<file path="src/hw/bcl_regs.vh">
// constants for the boot code loader: strap fields, encodings, timing
// assumes a 250 MHz system clock (4 ns period)
`ifndef BCL_REGS_VH
`define BCL_REGS_VH
`define BCL_CLK_PERIOD_NS 4
`define BCL_STRAP_CLKSEL_LSB 0
`define BCL_STRAP_CLKSEL_MSB 1
`define BCL_STRAP_BOOTSRC 2
`define BCL_CLKSEL_XTAL 2'h0
`define BCL_CLKSEL_FS8K 2'h1
`define BCL_CLKSEL_FS16K 2'h2
`define BCL_CLKSEL_RSVD 2'h3
`define BCL_BOOT_HOST 1'h0
`define BCL_BOOT_FLASH 1'h1
`define BCL_HOST_IF_I2C 1'h0
`define BCL_HOST_IF_SPI 1'h1
`define BCL_SPI_DETECT_EDGES 3'h2
`define BCL_STRAP_SETTLE_NS 3000000
`define BCL_STRAP_SETTLE_CYC (`BCL_STRAP_SETTLE_NS / `BCL_CLK_PERIOD_NS)
`define BCL_BOOT_LIMIT_NS 1000000000
`define BCL_BOOT_LIMIT_CYC (`BCL_BOOT_LIMIT_NS / `BCL_CLK_PERIOD_NS)
`define BCL_FLASH_SCK_DIV 8'h04
`endif

</file>
<file path="src/hw/bcl_sync.v">
// two-flop synchroniser bank for pins from outside the mclk domain
// assumes inputs are asynchronous levels; no logic reads the first stage
`timescale 1ns/1ps
`default_nettype none
module bcl_sync #(
    parameter W = 1
) (
    input wire mclk, // system clock
    input wire rst_n, // async reset, active low
    input wire [W-1:0] d_in, // asynchronous inputs
    output wire [W-1:0] q_out // synchronised inputs
);
    genvar i;
    generate
        for (i = 0; i < W; i = i + 1) begin : g_bit
            reg s1_q;
            reg s2_q;
            always @(posedge mclk or negedge rst_n) begin
                if (!rst_n) begin
                    s1_q <= 1'b0;
                    s2_q <= 1'b0;
                end else begin
                    s1_q <= d_in[i];
                    s2_q <= s1_q;
                end
            end
            assign q_out[i] = s2_q;
        end
    endgenerate
endmodule // bcl_sync
`default_nettype wire

</file>
<file path="src/hw/bcl_boot_loader.v">
// boot code loader: strap sampling, wake-up sequencing, flash fetch,
// host interface detection and boot-master selection.
// assumes analogue regulator/PLL status arrive as async levels.
// Summary of operation
// - code comes from flash or host port
// - boot source taken from strap after reset release and settle
// - image holds firmware then configuration record
// - configuration record sets all user registers
// - hostless system never swaps firmware
// - regulator on after reset if supply strap low
// - PLL enabled only after core supply good
// - PLL source from straps, wait for lock
// - when ready: push event, assert host interrupt
// - auto boot then reads flash
// - host boot: first active interface becomes master
// - two host clock cycles select SPI slave
// - flash boot past one second sets boot_timeout, fetch continues
// - pin nine is flash chip select
// - reset low tristates the flash outputs only
// - strap 0 host boot, 1 flash boot
// - clock straps: crystal, 8k, 16k, reserved
// - after flash load: defaults, then run firmware
`timescale 1ns/1ps
`default_nettype none
`include "bcl_regs.vh"
module bcl_boot_loader #(
    parameter [31:0] STRAP_SETTLE_CYC = `BCL_STRAP_SETTLE_CYC,
    parameter [31:0] BOOT_LIMIT_CYC = `BCL_BOOT_LIMIT_CYC,
    parameter [23:0] IMAGE_BYTES = 24'h000100
) (
    input wire mclk, // system clock 250 MHz
    input wire rst_n, // async reset, active low
    input wire [2:0] boot_straps, // strap pins
    input wire supply_source_strap, // 1 external core supply
    input wire core_supply_good, // core supply established
    input wire pll_locked, // pll lock indication
    input wire swap_req, // firmware swap request, one-cycle pulse
    input wire swap_from_flash, // load mode for swap
    input wire host_clk, // host bus port clock pin
    input wire host_cs_n, // host bus port spi select pin
    input wire host_sda_in, // host bus port i2c data pin
    input wire flash_miso, // flash serial data in
    output reg regulator_en, // internal core regulator enable
    output reg pll_en, // pll enable
    output reg [1:0] pll_src, // pll reference select
    output reg host_interrupt_n, // host interrupt, active low
    output reg event_push, // event queue write, pulse
    output reg host_if_spi, // 1 spi slave, 0 i2c slave
    output reg host_master_valid, // boot master chosen
    output reg flash_chip_select, // flash chip select level (low active)
    output reg flash_chip_select_oe, // flash chip select drive enable
    output reg flash_sck, // flash serial clock
    output reg flash_sck_oe, // flash clock drive enable
    output reg flash_mosi, // flash serial data out
    output reg flash_mosi_oe, // flash data drive enable
    output reg [7:0] load_byte, // byte fetched from flash
    output reg load_byte_valid, // byte strobe, pulse
    output reg load_in_config, // byte belongs to config record
    output reg cfg_defaults, // program config defaults, pulse
    output reg run_firmware, // jump to program ram, level
    output reg boot_timeout // flash boot exceeded limit
);
    localparam [2:0] ST_SETTLE = 3'h0;
    localparam [2:0] ST_SUPPLY = 3'h1;
    localparam [2:0] ST_PLL = 3'h2;
    localparam [2:0] ST_READY = 3'h3;
    localparam [2:0] ST_FLASH = 3'h4;
    localparam [2:0] ST_HOST = 3'h5;
    localparam [2:0] ST_RUN = 3'h6;
    // straps are pins as well, so they pass the synchroniser like the rest
    wire [9:0] sync_out;
    bcl_sync #(.W(10)) u_sync (
        .mclk(mclk),
        .rst_n(rst_n),
        .d_in({boot_straps, supply_source_strap, core_supply_good, pll_locked, host_clk,
               host_cs_n, host_sda_in, flash_miso}),
        .q_out(sync_out)
    );
    wire [2:0] straps_s = sync_out[9:7];
    wire ext_s = sync_out[6];
    wire supply_s = sync_out[5];
    wire lock_s = sync_out[4];
    wire hclk_s = sync_out[3];
    wire hcs_s = sync_out[2];
    wire hsda_s = sync_out[1];
    wire miso_s = sync_out[0];
    reg [2:0] state_q;
    reg [31:0] cnt_q;
    reg [31:0] boot_cnt_q;
    reg [2:0] straps_q;
    reg flash_mode_q;
    reg hclk_d_q;
    reg hsda_d_q;
    reg [2:0] edge_cnt_q;
    reg if_locked_q;
    reg [7:0] div_q;
    reg [5:0] bit_q;
    reg [23:0] byte_cnt_q;
    reg [7:0] shift_q;
    wire sck_tick = (div_q == `BCL_FLASH_SCK_DIV);
    wire hclk_rise = hclk_s & ~hclk_d_q;
    wire i2c_start = hclk_s & hsda_d_q & ~hsda_s;
    // command byte 0x03 then 24-bit address zero: 32 header bits
    wire [31:0] rd_cmd = 32'h03000000;
    always @(posedge mclk or negedge rst_n) begin
        if (!rst_n) begin
            state_q <= ST_SETTLE;
            cnt_q <= 32'h00000000;
            boot_cnt_q <= 32'h00000000;
            straps_q <= 3'h0;
            flash_mode_q <= 1'b0;
            hclk_d_q <= 1'b0;
            hsda_d_q <= 1'b1;
            edge_cnt_q <= 3'h0;
            if_locked_q <= 1'b0;
            div_q <= 8'h00;
            bit_q <= 6'h00;
            byte_cnt_q <= 24'h000000;
            shift_q <= 8'h00;
            regulator_en <= 1'b0;
            pll_en <= 1'b0;
            pll_src <= `BCL_CLKSEL_XTAL;
            host_interrupt_n <= 1'b1;
            event_push <= 1'b0;
            host_if_spi <= `BCL_HOST_IF_I2C;
            host_master_valid <= 1'b0;
            flash_chip_select <= 1'b1;
            flash_chip_select_oe <= 1'b0;
            flash_sck <= 1'b0;
            flash_sck_oe <= 1'b0;
            flash_mosi <= 1'b0;
            flash_mosi_oe <= 1'b0;
            load_byte <= 8'h00;
            load_byte_valid <= 1'b0;
            load_in_config <= 1'b0;
            cfg_defaults <= 1'b0;
            run_firmware <= 1'b0;
            boot_timeout <= 1'b0;
        end else begin
            event_push <= 1'b0;
            load_byte_valid <= 1'b0;
            cfg_defaults <= 1'b0;
            hclk_d_q <= hclk_s;
            hsda_d_q <= hsda_s;
            // host interface detection runs until latched
            if (!if_locked_q && state_q != ST_SETTLE) begin
                if (hclk_rise && !hcs_s) begin
                    if (edge_cnt_q + 3'h1 >= `BCL_SPI_DETECT_EDGES) begin
                        host_if_spi <= `BCL_HOST_IF_SPI;
                        if_locked_q <= 1'b1;
                    end
                    edge_cnt_q <= edge_cnt_q + 3'h1;
                end else if (i2c_start) begin
                    host_if_spi <= `BCL_HOST_IF_I2C;
                    if_locked_q <= 1'b1;
                end
            end
            case (state_q)
                ST_SETTLE: begin
                    // straps sampled after release, never under reset
                    cnt_q <= cnt_q + 32'h1;
                    if (cnt_q + 32'h1 >= STRAP_SETTLE_CYC) begin
                        straps_q <= straps_s;
                        flash_mode_q <= straps_s[`BCL_STRAP_BOOTSRC];
                        regulator_en <= ~ext_s;
                        state_q <= ST_SUPPLY;
                    end
                end
                ST_SUPPLY: begin
                    if (supply_s) begin
                        pll_en <= 1'b1;
                        // reserved code falls back to crystal
                        pll_src <= (straps_q[1:0] == `BCL_CLKSEL_RSVD) ? `BCL_CLKSEL_XTAL
                                   : straps_q[1:0];
                        state_q <= ST_PLL;
                    end
                end
                ST_PLL: begin
                    if (lock_s) begin
                        state_q <= ST_READY;
                    end
                end
                ST_READY: begin
                    event_push <= 1'b1;
                    host_interrupt_n <= 1'b0;
                    boot_cnt_q <= 32'h00000000;
                    if (flash_mode_q == `BCL_BOOT_FLASH) begin
                        flash_chip_select_oe <= 1'b1;
                        flash_chip_select <= 1'b0;
                        flash_sck_oe <= 1'b1;
                        flash_mosi_oe <= 1'b1;
                        flash_mosi <= rd_cmd[31];
                        bit_q <= 6'h00;
                        byte_cnt_q <= 24'h000000;
                        div_q <= 8'h00;
                        state_q <= ST_FLASH;
                    end else begin
                        state_q <= ST_HOST;
                    end
                end
                ST_FLASH: begin
                    boot_cnt_q <= boot_cnt_q + 32'h1;
                    if (boot_cnt_q >= BOOT_LIMIT_CYC) begin
                        boot_timeout <= 1'b1;
                    end
                    div_q <= sck_tick ? 8'h00 : div_q + 8'h01;
                    if (sck_tick) begin
                        flash_sck <= ~flash_sck;
                        if (!flash_sck) begin
                            // rising edge: sample data once header is out
                            if (bit_q >= 6'h20) begin
                                shift_q <= {shift_q[6:0], miso_s};
                                if (bit_q == 6'h27) begin
                                    load_byte <= {shift_q[6:0], miso_s};
                                    load_byte_valid <= 1'b1;
                                    // image: firmware first half, config after
                                    load_in_config <= (byte_cnt_q >= (IMAGE_BYTES >> 1));
                                    byte_cnt_q <= byte_cnt_q + 24'h000001;
                                    bit_q <= 6'h20;
                                end else begin
                                    bit_q <= bit_q + 6'h01;
                                end
                            end else begin
                                bit_q <= bit_q + 6'h01;
                            end
                        end else if (bit_q < 6'h20) begin
                            flash_mosi <= rd_cmd[5'h1F - bit_q[4:0]];
                        end
                        if (byte_cnt_q == IMAGE_BYTES) begin
                            flash_chip_select <= 1'b1;
                            flash_sck <= 1'b0;
                            cfg_defaults <= 1'b1;
                            state_q <= ST_RUN;
                        end
                    end
                end
                ST_HOST: begin
                    if (if_locked_q) begin
                        host_master_valid <= 1'b1;
                        host_interrupt_n <= 1'b1;
                    end
                    if (swap_req) begin
                        flash_mode_q <= swap_from_flash;
                        if_locked_q <= 1'b0;
                        edge_cnt_q <= 3'h0;
                        host_master_valid <= 1'b0;
                        state_q <= ST_READY;
                    end
                end
                ST_RUN: begin
                    run_firmware <= 1'b1;
                    host_interrupt_n <= 1'b1;
                    // a swap only arrives from a host; none in hostless systems
                    if (swap_req) begin
                        flash_mode_q <= swap_from_flash;
                        run_firmware <= 1'b0;
                        if_locked_q <= 1'b0;
                        edge_cnt_q <= 3'h0;
                        host_master_valid <= 1'b0;
                        state_q <= ST_READY;
                    end
                end
                default: begin
                    state_q <= ST_SETTLE;
                end
            endcase
        end
    end
endmodule // bcl_boot_loader
`default_nettype wire

</file>
<file path="config.mk">
export PLATFORM = sky130hd
export DESIGN_NAME = bcl_boot_loader
export DESIGN_NICKNAME = d
export VERILOG_FILES = /design/src/hw/bcl_sync.v /design/src/hw/bcl_boot_loader.v
export VERILOG_INCLUDE_DIRS = /design/src /design/src/hw
export SDC_FILE = /design/constraint.sdc
export NUM_CORES = 1
export LEC_CHECK = 0
export BUFFER_PORTS_ARGS = -buffer_cell sky130_fd_sc_hd__buf_4
export CORE_ASPECT_RATIO = 1.4
export CORE_MARGIN = 5
export CORE_UTILIZATION = 45
export DETAILED_ROUTE_END_ITERATION = 12
export PLACE_DENSITY_LB_ADDON = 0.2
export SKIP_LAST_GASP = 1
export SYNTH_ARGS = -nofsm -noshare
export SYNTH_HDL_FRONTEND = slang
export SYNTH_SLANG_ARGS = --single-unit
</file>
<file path="constraint.sdc">
create_clock -name mclk -period 2.83 [get_ports mclk]
set_input_delay 0.566 -clock mclk [delete_from_list [all_inputs] [get_ports mclk]]
set_output_delay 0.566 -clock mclk [all_outputs]
set_load 0.02 [all_outputs]
</file>
==> results of run 1 <==
-- cell usage in the layout (no fill, tap or decap), types with 4 or more instances in the layout --
cell	synthesis	final
ha_1	10	10
inv_1	23	23
mux2_2	9	9
xnor2_1	36	36
nand2_1	113	113
xor2_1	29	28
o21ai_0	50	50
a21oi_1	14	14
and3_1	11	11
buf_4	2	84
nand3b_1	5	5
nor3_1	31	28
inv_6	0	9
and4_1	4	4
dfrtp_1	163	163
o211ai_1	4	4
nand3_1	50	49
nand4_1	29	29
and2_1	4	4
nand2b_1	5	5
clkbuf_16	0	17
mux2i_1	13	13
or2_2	4	4
a31oi_1	6	6
o31ai_1	5	5
or3_1	10	10
nor4_1	8	8
nor2_1	71	71
a21o_1	4	4
-- worst reg2reg max path: cells and delay by family (launching register included) --
| kind | cells | cell delay [ns] |
|---|---|---|
| and+or+nand+nor | 2 | 1.10 |
| AOI/OAI and AO/OA | 3 | 0.57 |
| DFF | 1 | 0.40 |
| muxes | 1 | 0.32 |
| xor gates and xnor gates | 1 | 0.19 |
| buffers and inverters | 1 | 0.10 |
-- final timing paths --
check / start / end / slack (ns) / cells after the start
setup / recovery: cnt_q[8] / straps_q[1] / 0.06 / 8
hold / removal: rst_n / boot_cnt_q[21] / 0.11 / 1
setup reg to reg: cnt_q[8] / straps_q[1] / 0.06 / 8
hold reg to reg: u_sync.g_bit[8].s1_q / u_sync.g_bit[8].s2_q / 0.35 / 0
max in group asynchronous: rst_n / boot_cnt_q[29] / 1.98 / 2
min in group mclk: host_cs_n / u_sync.g_bit[2].s1_q / 0.24 / 1
-- area by class of cell --
type	instances	area, um2
well taps	236	295
repair buffers	86	662
fillers	1545	7990
multi-input cells	571	3520
clock inverters	14	114
inverters	24	90.1
clock buffers	18	429
flip-flops and latches	166	4160
-- synthesized netlist by cell type (6+ instances only) --
| cell type | count |
|---|---|
| and3_1 | 11 |
| ha_1 | 10 |
| nor4_1 | 8 |
| nor2_1 | 71 |
| dfrtp_1 | 163 |
| xor2_1 | 29 |
| inv_1 | 23 |
| nor3_1 | 31 |
| a31oi_1 | 6 |
| o21ai_0 | 50 |
| nand2_1 | 113 |
| nand4_1 | 29 |
| mux2i_1 | 13 |
| xnor2_1 | 36 |
| a21oi_1 | 14 |
| nand3_1 | 50 |
| mux2_2 | 9 |
| or3_1 | 10 |
| clkbuf_1 | 18 |
-- flip-flops by register name (all words and copies together) (netlist names), 2 cells and up --
signal,flops
load_byte,8
byte_cnt_q,24
bit_q,6
u_sync.g_bit.s2_q,10
state_q,3
pll_src,2
shift_q,7
div_q,8
cnt_q,32
straps_q,2
u_sync.g_bit.s1_q,10
boot_cnt_q,32
edge_cnt_q,3
-- per-layer routing --
metal  vias up  share of wire (%)  track usage, %
met1      2865                 43            20.9
met3        35                3.6            4.05
met2       108                 51            28.3
li1       2915                  -               -
met5         -                  0               0
met4         0                2.2            6.05
-- power breakdown --
group | total, mW | internal (mW) | switching, mW
registers | 2.75 | 2.56 | 0.194
clock network | 2.14 | 1.15 | 0.998
logic | 1.24 | 0.474 | 0.761
total | 6.13 | 4.18 | 1.95
-- cell families after synthesis --
kind of cell             after synthesis
AND/OR/NAND/NOR                      358
flip-flops                           166
AO/OA/AOI/OAI                        113
XOR/XNOR                              65
buffers and inverters                 55
multiplexers                          24
adder cells (fa/ha/maj)               11
-- metrics by stage --
step	power [mW]	hold WS [ns]	instance area, um2	cells
finish	6.13	0.107	9270	1115
global route	6.47	0.136	9270	1115
CTS	6.20	0.115	9180	1110
global placement	3.97	0.333	8630	1078
detailed placement	4.04	0.335	8630	1078
floorplan	3.56	0.270	7850	792
-- what timing repair did --
action / in CTS / in global routing
buffers inserted: 0 / 5
resized for setup: 0 / 9
setup endpoints to repair: 0 / 8
==> impl_metrics.env, run 1 <==
export IMPL_synth_area_leaders="dfrtp_1, nand2_1, xnor2_1, nor2_1, xor2_1"
export IMPL_utilization_pct=53.7
export IMPL_slew_limit_headroom_pct=62.3
export IMPL_yosys_area_top_type_share_pct=52.0
export IMPL_layout_nets=890
export IMPL_routed_wl_um=16400
export IMPL_setup_worst_path_start_class="flop"
export IMPL_critPathTopFamily="simple AND/OR/NAND/NOR gates"
export IMPL_synth_simple_area_share_pct=22.1
export IMPL_pin_count=41
export IMPL_drcViolationCount=0
export IMPL_clock_latency_ns=0.43
export IMPL_cts_hold_buf=0
export IMPL_cap_violations=0
export IMPL_yosysSeqAreaShare_pct=53.0
export IMPL_dpl_worst_slack_ns=0.0713
export IMPL_grt_pass1_vias=6089
export IMPL_synth_edf_count=0
export IMPL_fin_crit_sh_pct=97.8
export IMPL_synthAdderAreaFrac_pct=1.72
export IMPL_die_h_um=166
export IMPL_max_stage_delay_ns=0.56
export IMPL_crit_top_cell="or4_4"
export IMPL_clkTransAtPathRegs_ns=0.07
export IMPL_syn_inst=792
export IMPL_cts_buffers=17
export IMPL_power_density_nw_per_um2=661
export IMPL_final_setup_tns_ns=0
export IMPL_synth_top_family_by_area="simple AND/OR/NAND/NOR gates"
export IMPL_finalCriticalPeriod_ns=2.77
export IMPL_numPortBuffers=40
export IMPL_wire_per_inst_um=14.7
export IMPL_rows=57
export IMPL_setup_viol=0
export IMPL_clock_skew_ns=0.00839
export IMPL_yosys_register_bits=166
export IMPL_cts_tree="yes"
export IMPL_crit_path_top_delay_cell="or4_4"
export IMPL_async_reset_ff_share_pct=100
export IMPL_grt_pass1_wl_um=28000
export IMPL_muxShareOfSynthArea_pct=3.33
export IMPL_via_count=5923
export IMPL_viasPerCell=5.31
export IMPL_tightest_slew_ns=0.564
export IMPL_layout_drive_gt1_share_pct=17.7
export IMPL_drv_slew=0
export IMPL_diodes=0
export IMPL_end_kind="flop"
export IMPL_hold_viol=0
export IMPL_syn_area_um2=7850
export IMPL_dieArea_um2=20200
export IMPL_grt_max_degree=59
export IMPL_core_area_um2=17300
export IMPL_synth_warnings=0
export IMPL_path_buf_inv=1
export IMPL_synth_main_ff_cell="dfrtp_1"
export IMPL_yosysUniqueCellTypes=65
export IMPL_min_path_type="in -> async"
export IMPL_antenna_found_initial=0
export IMPL_cp_required_ns=3.14
export IMPL_timing_final_ws_setup_ns=0.0617
export IMPL_cts_root_buf="clkbuf_16"
export IMPL_clk_path_buf_depth=2
export IMPL_ant_nets=0
export IMPL_start_util_pct=45.5
export IMPL_htree_num_levels=4
export IMPL_synth_top_cell_by_area="dfrtp_1"
export IMPL_fmax_mhz=361
export IMPL_crit_path_max_fanout=4
export IMPL_critPathArrivalTime_ns=3.08
export IMPL_status="complete, no violations"
export IMPL_fp_dieW_um=122
export IMPL_crit_path_cell_trace="inv_1 > or4_4 > or4_4 > xor2_2 > o21ai_2 > a211oi_4 > a31oi_4 > mux2_4"
export IMPL_dp_hpwl_um=11700
export IMPL_overflow=0
export IMPL_clock_sinks=166
export IMPL_place_congestion=0.872
export IMPL_initialDrtViolationCount=324
export IMPL_grt_use_total_pct=16.8
export IMPL_drtPass1Iterations=4
export IMPL_critPathKind="reg -> reg"
export IMPL_ir_drop_uv=424
export IMPL_synth_compound_area_share_pct=9.74
export IMPL_area_growth_pct=18.2
export IMPL_syn_mean_instance_area_um2=9.91
export IMPL_synthXorXnorAreaFrac_pct=7.25
export IMPL_leakage_nw=4.14
export IMPL_synthesis_nets=816
Note: power is estimated with default switching activity, not from simulation.
==> run 2: changes to the inputs <==
- CORE_MARGIN: 5 -> 2
==> run 2 against run 1 <==
Routed wire length grew 5.0%. Combinational power hardly changed. Hold slack worse by 0.028 ns. Clock skew rose by 0.0020 ns. Sequential power barely moved. First-iteration DRC count is 36% lower. Core utilization grew 0.56 points. Fmax up 1.8%. Non-clock buffer count unchanged. Register-to-register slack better by 0.05 ns. Critical endpoint unchanged. Largest power group unchanged.
==> impl_metrics.env, run 2 (synthesis results as in run 1) <==
export IMPL_status="complete, no violations"
export IMPL_diodes=0
export IMPL_grt_max_degree=52
export IMPL_crit_path_cell_trace="nand3_2 > or4_4 > nor4_2 > mux2_2 > a41oi_2 > a31oi_4 > a31oi_4 > mux2_4"
export IMPL_power_density_nw_per_um2=690
export IMPL_end_kind="flop"
export IMPL_slew_limit_headroom_pct=57.4
export IMPL_met2WireLength_um=9170
export IMPL_rsz0062_at_grt="yes"
export IMPL_power_sequential_fraction_pct=42.7
export IMPL_cts_tree="yes"
export IMPL_ir_drop_uv=441
export IMPL_internal_power_mw=4.46
export IMPL_crit_top_cell="a31oi_4"
export IMPL_dp_hpwl_um=12300
export IMPL_grt_use_total_pct=19.8
export IMPL_max_stage_delay_ns=0.57
export IMPL_clock_skew_ns=0.0104
export IMPL_ff2ff_path_depth=8
export IMPL_overflow=0
export IMPL_utilization_pct=54.3
export IMPL_dpl_worst_slack_ns=0.00231
export IMPL_setup_viol=0
export IMPL_timing_final_ws_setup_ns=0.111
export IMPL_wl_met3_um=438
export IMPL_total_power_mw=6.44
export IMPL_critPathArrivalTime_ns=3.03
export IMPL_fin_cells=1115
export IMPL_clkTransAtPathRegs_ns=0.07
export IMPL_clock_sinks=166
export IMPL_crit_path_max_fanout=4
export IMPL_top_layer_used="met4"
export IMPL_dieArea_um2=18500
export IMPL_initialDrtViolationCount=208
export IMPL_pwr_share_clk_pct=37.8
export IMPL_grt_pass1_wl_um=29300
export IMPL_fp_dieW_um=116
export IMPL_die_h_um=160
export IMPL_leakage_nw=4.16
export IMPL_tightest_slew_ns=0.637
export IMPL_hold_viol=0
export IMPL_drt_met1_wl_um=7190
export IMPL_min_path_type="in -> async"
export IMPL_place_inst=1078
export IMPL_final_common_cell="dfrtp_1"
export IMPL_numPortBuffers=40
export IMPL_routed_wl_um=17200
export IMPL_crit_path_top_delay_cell="or4_4"
export IMPL_critPathKind="reg -> reg"
export IMPL_setup_worst_path_start_class="flop"
export IMPL_power_frac_comb_pct=19.5
export IMPL_finalCriticalPeriod_ns=2.72
export IMPL_ant_nets=0
export IMPL_antenna_found_initial=0
export IMPL_final_cell_mix="dfrtp_1, nand2_1, buf_4, nor2_1"
export IMPL_start_util_pct=45.7
export IMPL_cp_required_ns=3.14
export IMPL_grt_pass1_vias=6168
export IMPL_layout_nets=890
export IMPL_layout_drive_gt1_share_pct=17.6
export IMPL_clk_path_buf_depth=2
export IMPL_pin_count=41
export IMPL_rows=57
export IMPL_cts_root_buf="clkbuf_16"
export IMPL_cap_violations=0
export IMPL_area_growth_pct=18.9
export IMPL_drv_slew=0
export IMPL_fin_crit_sh_pct=96.1
export IMPL_place_congestion=0.861
export IMPL_drcViolationCount=0
export IMPL_clock_latency_ns=0.43
export IMPL_final_setup_tns_ns=0
export IMPL_switching_power_mw=1.98
export IMPL_reg_top3="boot_cnt_q x32, cnt_q x32, byte_cnt_q x24"
export IMPL_viasPerCell=5.35
export IMPL_fmax_mhz=368
export IMPL_core_area_um2=17200
export IMPL_switching_share_pct=30.8
export IMPL_via_count=5962
export IMPL_wire_per_inst_um=15.4
export IMPL_cts_buffers=17
export IMPL_htree_num_levels=4
export IMPL_drtPass1Iterations=4
[run 2: repair_timing]
action,CTS,global route
setup endpoints to repair,1,9
gates resized for setup,0,8
pin swaps,2,4
hold buffers,0,0
setup buffers,4,1
[run 2: cell type report]
type                       count  area [um2]
multi-input combinational    571        3520
fill                        1533        7860
inverter                      24        90.1
sequential                   166        4160
timing repair buffer          86         649
clock buffer                  18         429
clock inverter                14         189
tap                          236         295
[run 2: per-layer routing]
metal	vias to the layer above	GRT usage (%)
met5	-	0
met4	0	7.85
met3	26	3.68
met2	87	34.4
met1	2928	24.0
li1	2921	-
[run 2: worst paths after layout]
check | start | to | slack, ns
max | cnt_q[9] | straps_q[1] | 0.11
min | rst_n | cnt_q[0] | 0.08
max reg2reg | cnt_q[9] | straps_q[1] | 0.11
min reg2reg | u_sync.g_bit[2].s1_q | u_sync.g_bit[2].s2_q | 0.35
max in group asynchronous | rst_n | byte_cnt_q[19] | 1.98
min in group mclk | flash_miso | u_sync.g_bit[0].s1_q | 0.24
[run 2: worst max-delay path, delay by kind of cell, from the launching register on]
| kind | cells | cell delay (ns) |
|---|---|---|
| mux | 2 | 0.69 |
| flops | 1 | 0.37 |
| compound gates | 3 | 0.56 |
| simple gates | 3 | 0.98 |
[run 2: per-stage QoR]
stage | hold WS (ns) | cell area [um2]
after floorplan | 0.270 | 7850
after global placement | 0.333 | 8620
after detailed placement | 0.335 | 8620
after CTS | 0.0889 | 9270
after global routing | 0.109 | 9330
final | 0.0785 | 9330
[run 2: power by group through the flow]
stage | Clock (mW) | Sequential (mW) | Combinational [mW]
after floorplan | 0 | 2.78 | 0.772
after global placement | 0 | 2.78 | 1.22
after detailed placement | 0 | 2.79 | 1.26
after CTS | 2.49 | 2.75 | 1.26
after global routing | 2.58 | 2.78 | 1.41
final | 2.43 | 2.75 | 1.26
==> run 3: changes to the inputs <==
- ABC_AREA: default -> 1
==> run 3 against run 2 <==
Fmax rose by 21%. Critical path type unchanged. Register-to-register slack better by 0.47 ns. Highest routed layer unchanged. Routed wire length increased by 7.4%. Non-clock buffer count down 36. Sequential power fell by 13%.
==> impl_metrics.env, run 3 <==
export IMPL_top_layer_used="met4"
export IMPL_clkTransAtPathRegs_ns=0.07
export IMPL_area_growth_pct=14.4
export IMPL_layout_nets=1147
export IMPL_clock_skew_ns=0.0103
export IMPL_cts_root_buf="clkbuf_16"
export IMPL_tightest_slew_ns=0.619
export IMPL_synth_most_common_cell="nand2_1"
export IMPL_numPortBuffers=40
export IMPL_critPathArrivalTime_ns=2.57
export IMPL_post_cts_setup_buffers=0
export IMPL_leakage_nw=4.26
export IMPL_viasPerCell=5.06
export IMPL_clk_path_buf_depth=2
export IMPL_synth_main_ff_cell="dfrtp_1"
export IMPL_cts_hold_buf=0
export IMPL_dieArea_um2=20200
export IMPL_final_cell_mix="nand2_1, dfrtp_1, inv_1, nor2_1, o21ai_0"
export IMPL_end_kind="flop"
export IMPL_slew_limit_headroom_pct=58.5
export IMPL_synthesis_nets=1098
export IMPL_core_area_um2=18700
export IMPL_routed_wl_um=18400
export IMPL_start_util_pct=45.9
export IMPL_htree_num_levels=4
export IMPL_syn_area_um2=8580
export IMPL_min_path_type="in -> async"
export IMPL_dp_hpwl_um=13600
export IMPL_hold_viol=0
export IMPL_yosysSeqAreaShare_pct=48.5
export IMPL_cap_violations=0
export IMPL_die_h_um=167
export IMPL_diodes=0
export IMPL_synth_edf_count=0
export IMPL_grt_use_total_pct=19.3
export IMPL_dpl_worst_slack_ns=0.538
export IMPL_synth_common_cells="nand2_1, dfrtp_1, inv_1, nor2_1, o21ai_0"
export IMPL_grt_max_degree=54
export IMPL_drv_slew=0
export IMPL_ir_drop_uv=361
export IMPL_final_setup_tns_ns=0
export IMPL_place_congestion=0.897
export IMPL_initialDrtViolationCount=388
export IMPL_setup_viol=0
export IMPL_timing_final_ws_setup_ns=0.578
export IMPL_rows=59
export IMPL_cts_resized=0
export IMPL_syn_mean_instance_area_um2=7.99
export IMPL_via_count=6986
export IMPL_setup_worst_path_start_class="flop"
export IMPL_critPathKind="reg -> reg"
export IMPL_layout_drive_gt1_share_pct=13.2
export IMPL_wl_met3_um=406
export IMPL_wire_per_inst_um=13.4
export IMPL_fmax_mhz=444
export IMPL_rsz0062_at_grt="no"
export IMPL_reg_top3="boot_cnt_q x32, cnt_q x32, byte_cnt_q x24"
export IMPL_ant_nets=0
export IMPL_met2WireLength_um=9480
export IMPL_syn_inst=1074
export IMPL_drtPass1Iterations=4
export IMPL_grt_pass1_wl_um=31600
export IMPL_clock_sinks=166
export IMPL_final_common_cell="nand2_1"
export IMPL_async_reset_ff_share_pct=100
export IMPL_cts_tree="yes"
export IMPL_overflow=0
export IMPL_drcViolationCount=0
export IMPL_pin_count=41
export IMPL_ff2ff_setup_slack_ns=0.58
export IMPL_yosys_area_top_type_share_pct=47.5
export IMPL_finalCriticalPeriod_ns=2.25
export IMPL_fp_dieW_um=121
export IMPL_yosysUniqueCellTypes=54
export IMPL_synth_warnings=0
export IMPL_cp_required_ns=3.15
export IMPL_status="complete, no violations"
export IMPL_power_density_nw_per_um2=492
export IMPL_synth_area_leaders="dfrtp_1, nand2_1, inv_1, o21ai_0, nor2_1"
export IMPL_yosys_register_bits=166
export IMPL_grt_pass1_vias=6940
export IMPL_synth_top_cell_by_area="dfrtp_1"
export IMPL_crit_path_max_fanout=6
export IMPL_fin_crit_sh_pct=79.6
export IMPL_utilization_pct=52.5
export IMPL_antenna_found_initial=0
export IMPL_clock_latency_ns=0.43
export IMPL_drt_met1_wl_um=8240
export IMPL_cts_buffers=17
==> run 3: changes by cell type in the layout (fill, tap and decap cells not counted), moves of 11 or more <==
cell,previous run,this run
a21oi_1,14,32
and3_1,11,0
buf_4,85,47
inv_1,23,121
inv_2,1,15
nand2_1,113,293
nor2_1,71,99
nor2_2,0,16
o21ai_0,50,75
o22ai_1,0,12
xnor2_1,36,3
xor2_1,28,15
==> run 3: routing by layer <==
| metal | up-vias | global-route usage [%] |
|---|---|---|
| li1 | 3608 | - |
| met1 | 3253 | 23.4 |
| met2 | 100 | 34.3 |
| met3 | 25 | 3.41 |
| met4 | 0 | 7.03 |
| met5 | - | 0 |
==> run 3: cell type report <==
cell class | count | area [um2]
multi-input cells | 751 | 3820
clock buffers | 17 | 425
repair buffers | 50 | 404
fillers | 1780 | 8860
clock inverters | 15 | 188
flip-flops and latches | 166 | 4160
well taps | 244 | 305
inverters | 137 | 514
==> run 3: where the power goes <==
| part | switching, mW | internal [mW] |
|---|---|---|
| clock | 1.09 | 1.27 |
| combinational | 0.0522 | 0.0222 |
| sequential | 0.00608 | 2.39 |
==> run 3: final timing paths <==
path | start | cells after the start | to
hold reg to reg | u_sync.g_bit[0].s1_q | 0 | u_sync.g_bit[0].s2_q
setup reg to reg | cnt_q[1] | 13 | state_q[2]
max in group asynchronous | rst_n | 2 | byte_cnt_q[10]
setup / recovery | cnt_q[1] | 13 | state_q[2]
min in group mclk | host_cs_n | 1 | u_sync.g_bit[2].s1_q
hold / removal | rst_n | 1 | u_sync.g_bit[2].s2_q
==> run 3: worst max-delay path, stage by stage, from the launching register on <==
cell and delay [ns]:
dfrtp_1 0.40, ha_1 0.19, inv_1 0.08, nor2_4 0.21
nand2_1 0.14, nor2_1 0.22, xor2_1 0.22, nand2_1 0.08
nor2_1 0.11, nand2_1 0.13, nand3_4 0.15, nand3_2 0.09
nand2_1 0.08, nand2_1 0.05
==> run 3: cells by family after synthesis <==
kind of cell    share of synthesized area (%)
flops                                    48.5
mux                                     0.729
compound gates                           11.2
buf+inv                                  7.03
fa+ha+maj                                1.46
simple gates                             29.3
xor+xnor                                 1.84
==> run 3: stage by stage <==
step | power, mW | hold WS, ns | std cells | area (um2)
global placement | 2.52 | 0.332 | 1348 | 9200
global route | 5.01 | 0.106 | 1380 | 9810
floorplan | 2.45 | 0.270 | 1074 | 8580
detailed placement | 2.52 | 0.335 | 1348 | 9200
finish | 4.83 | 0.0771 | 1380 | 9810
CTS | 4.89 | 0.0904 | 1380 | 9810
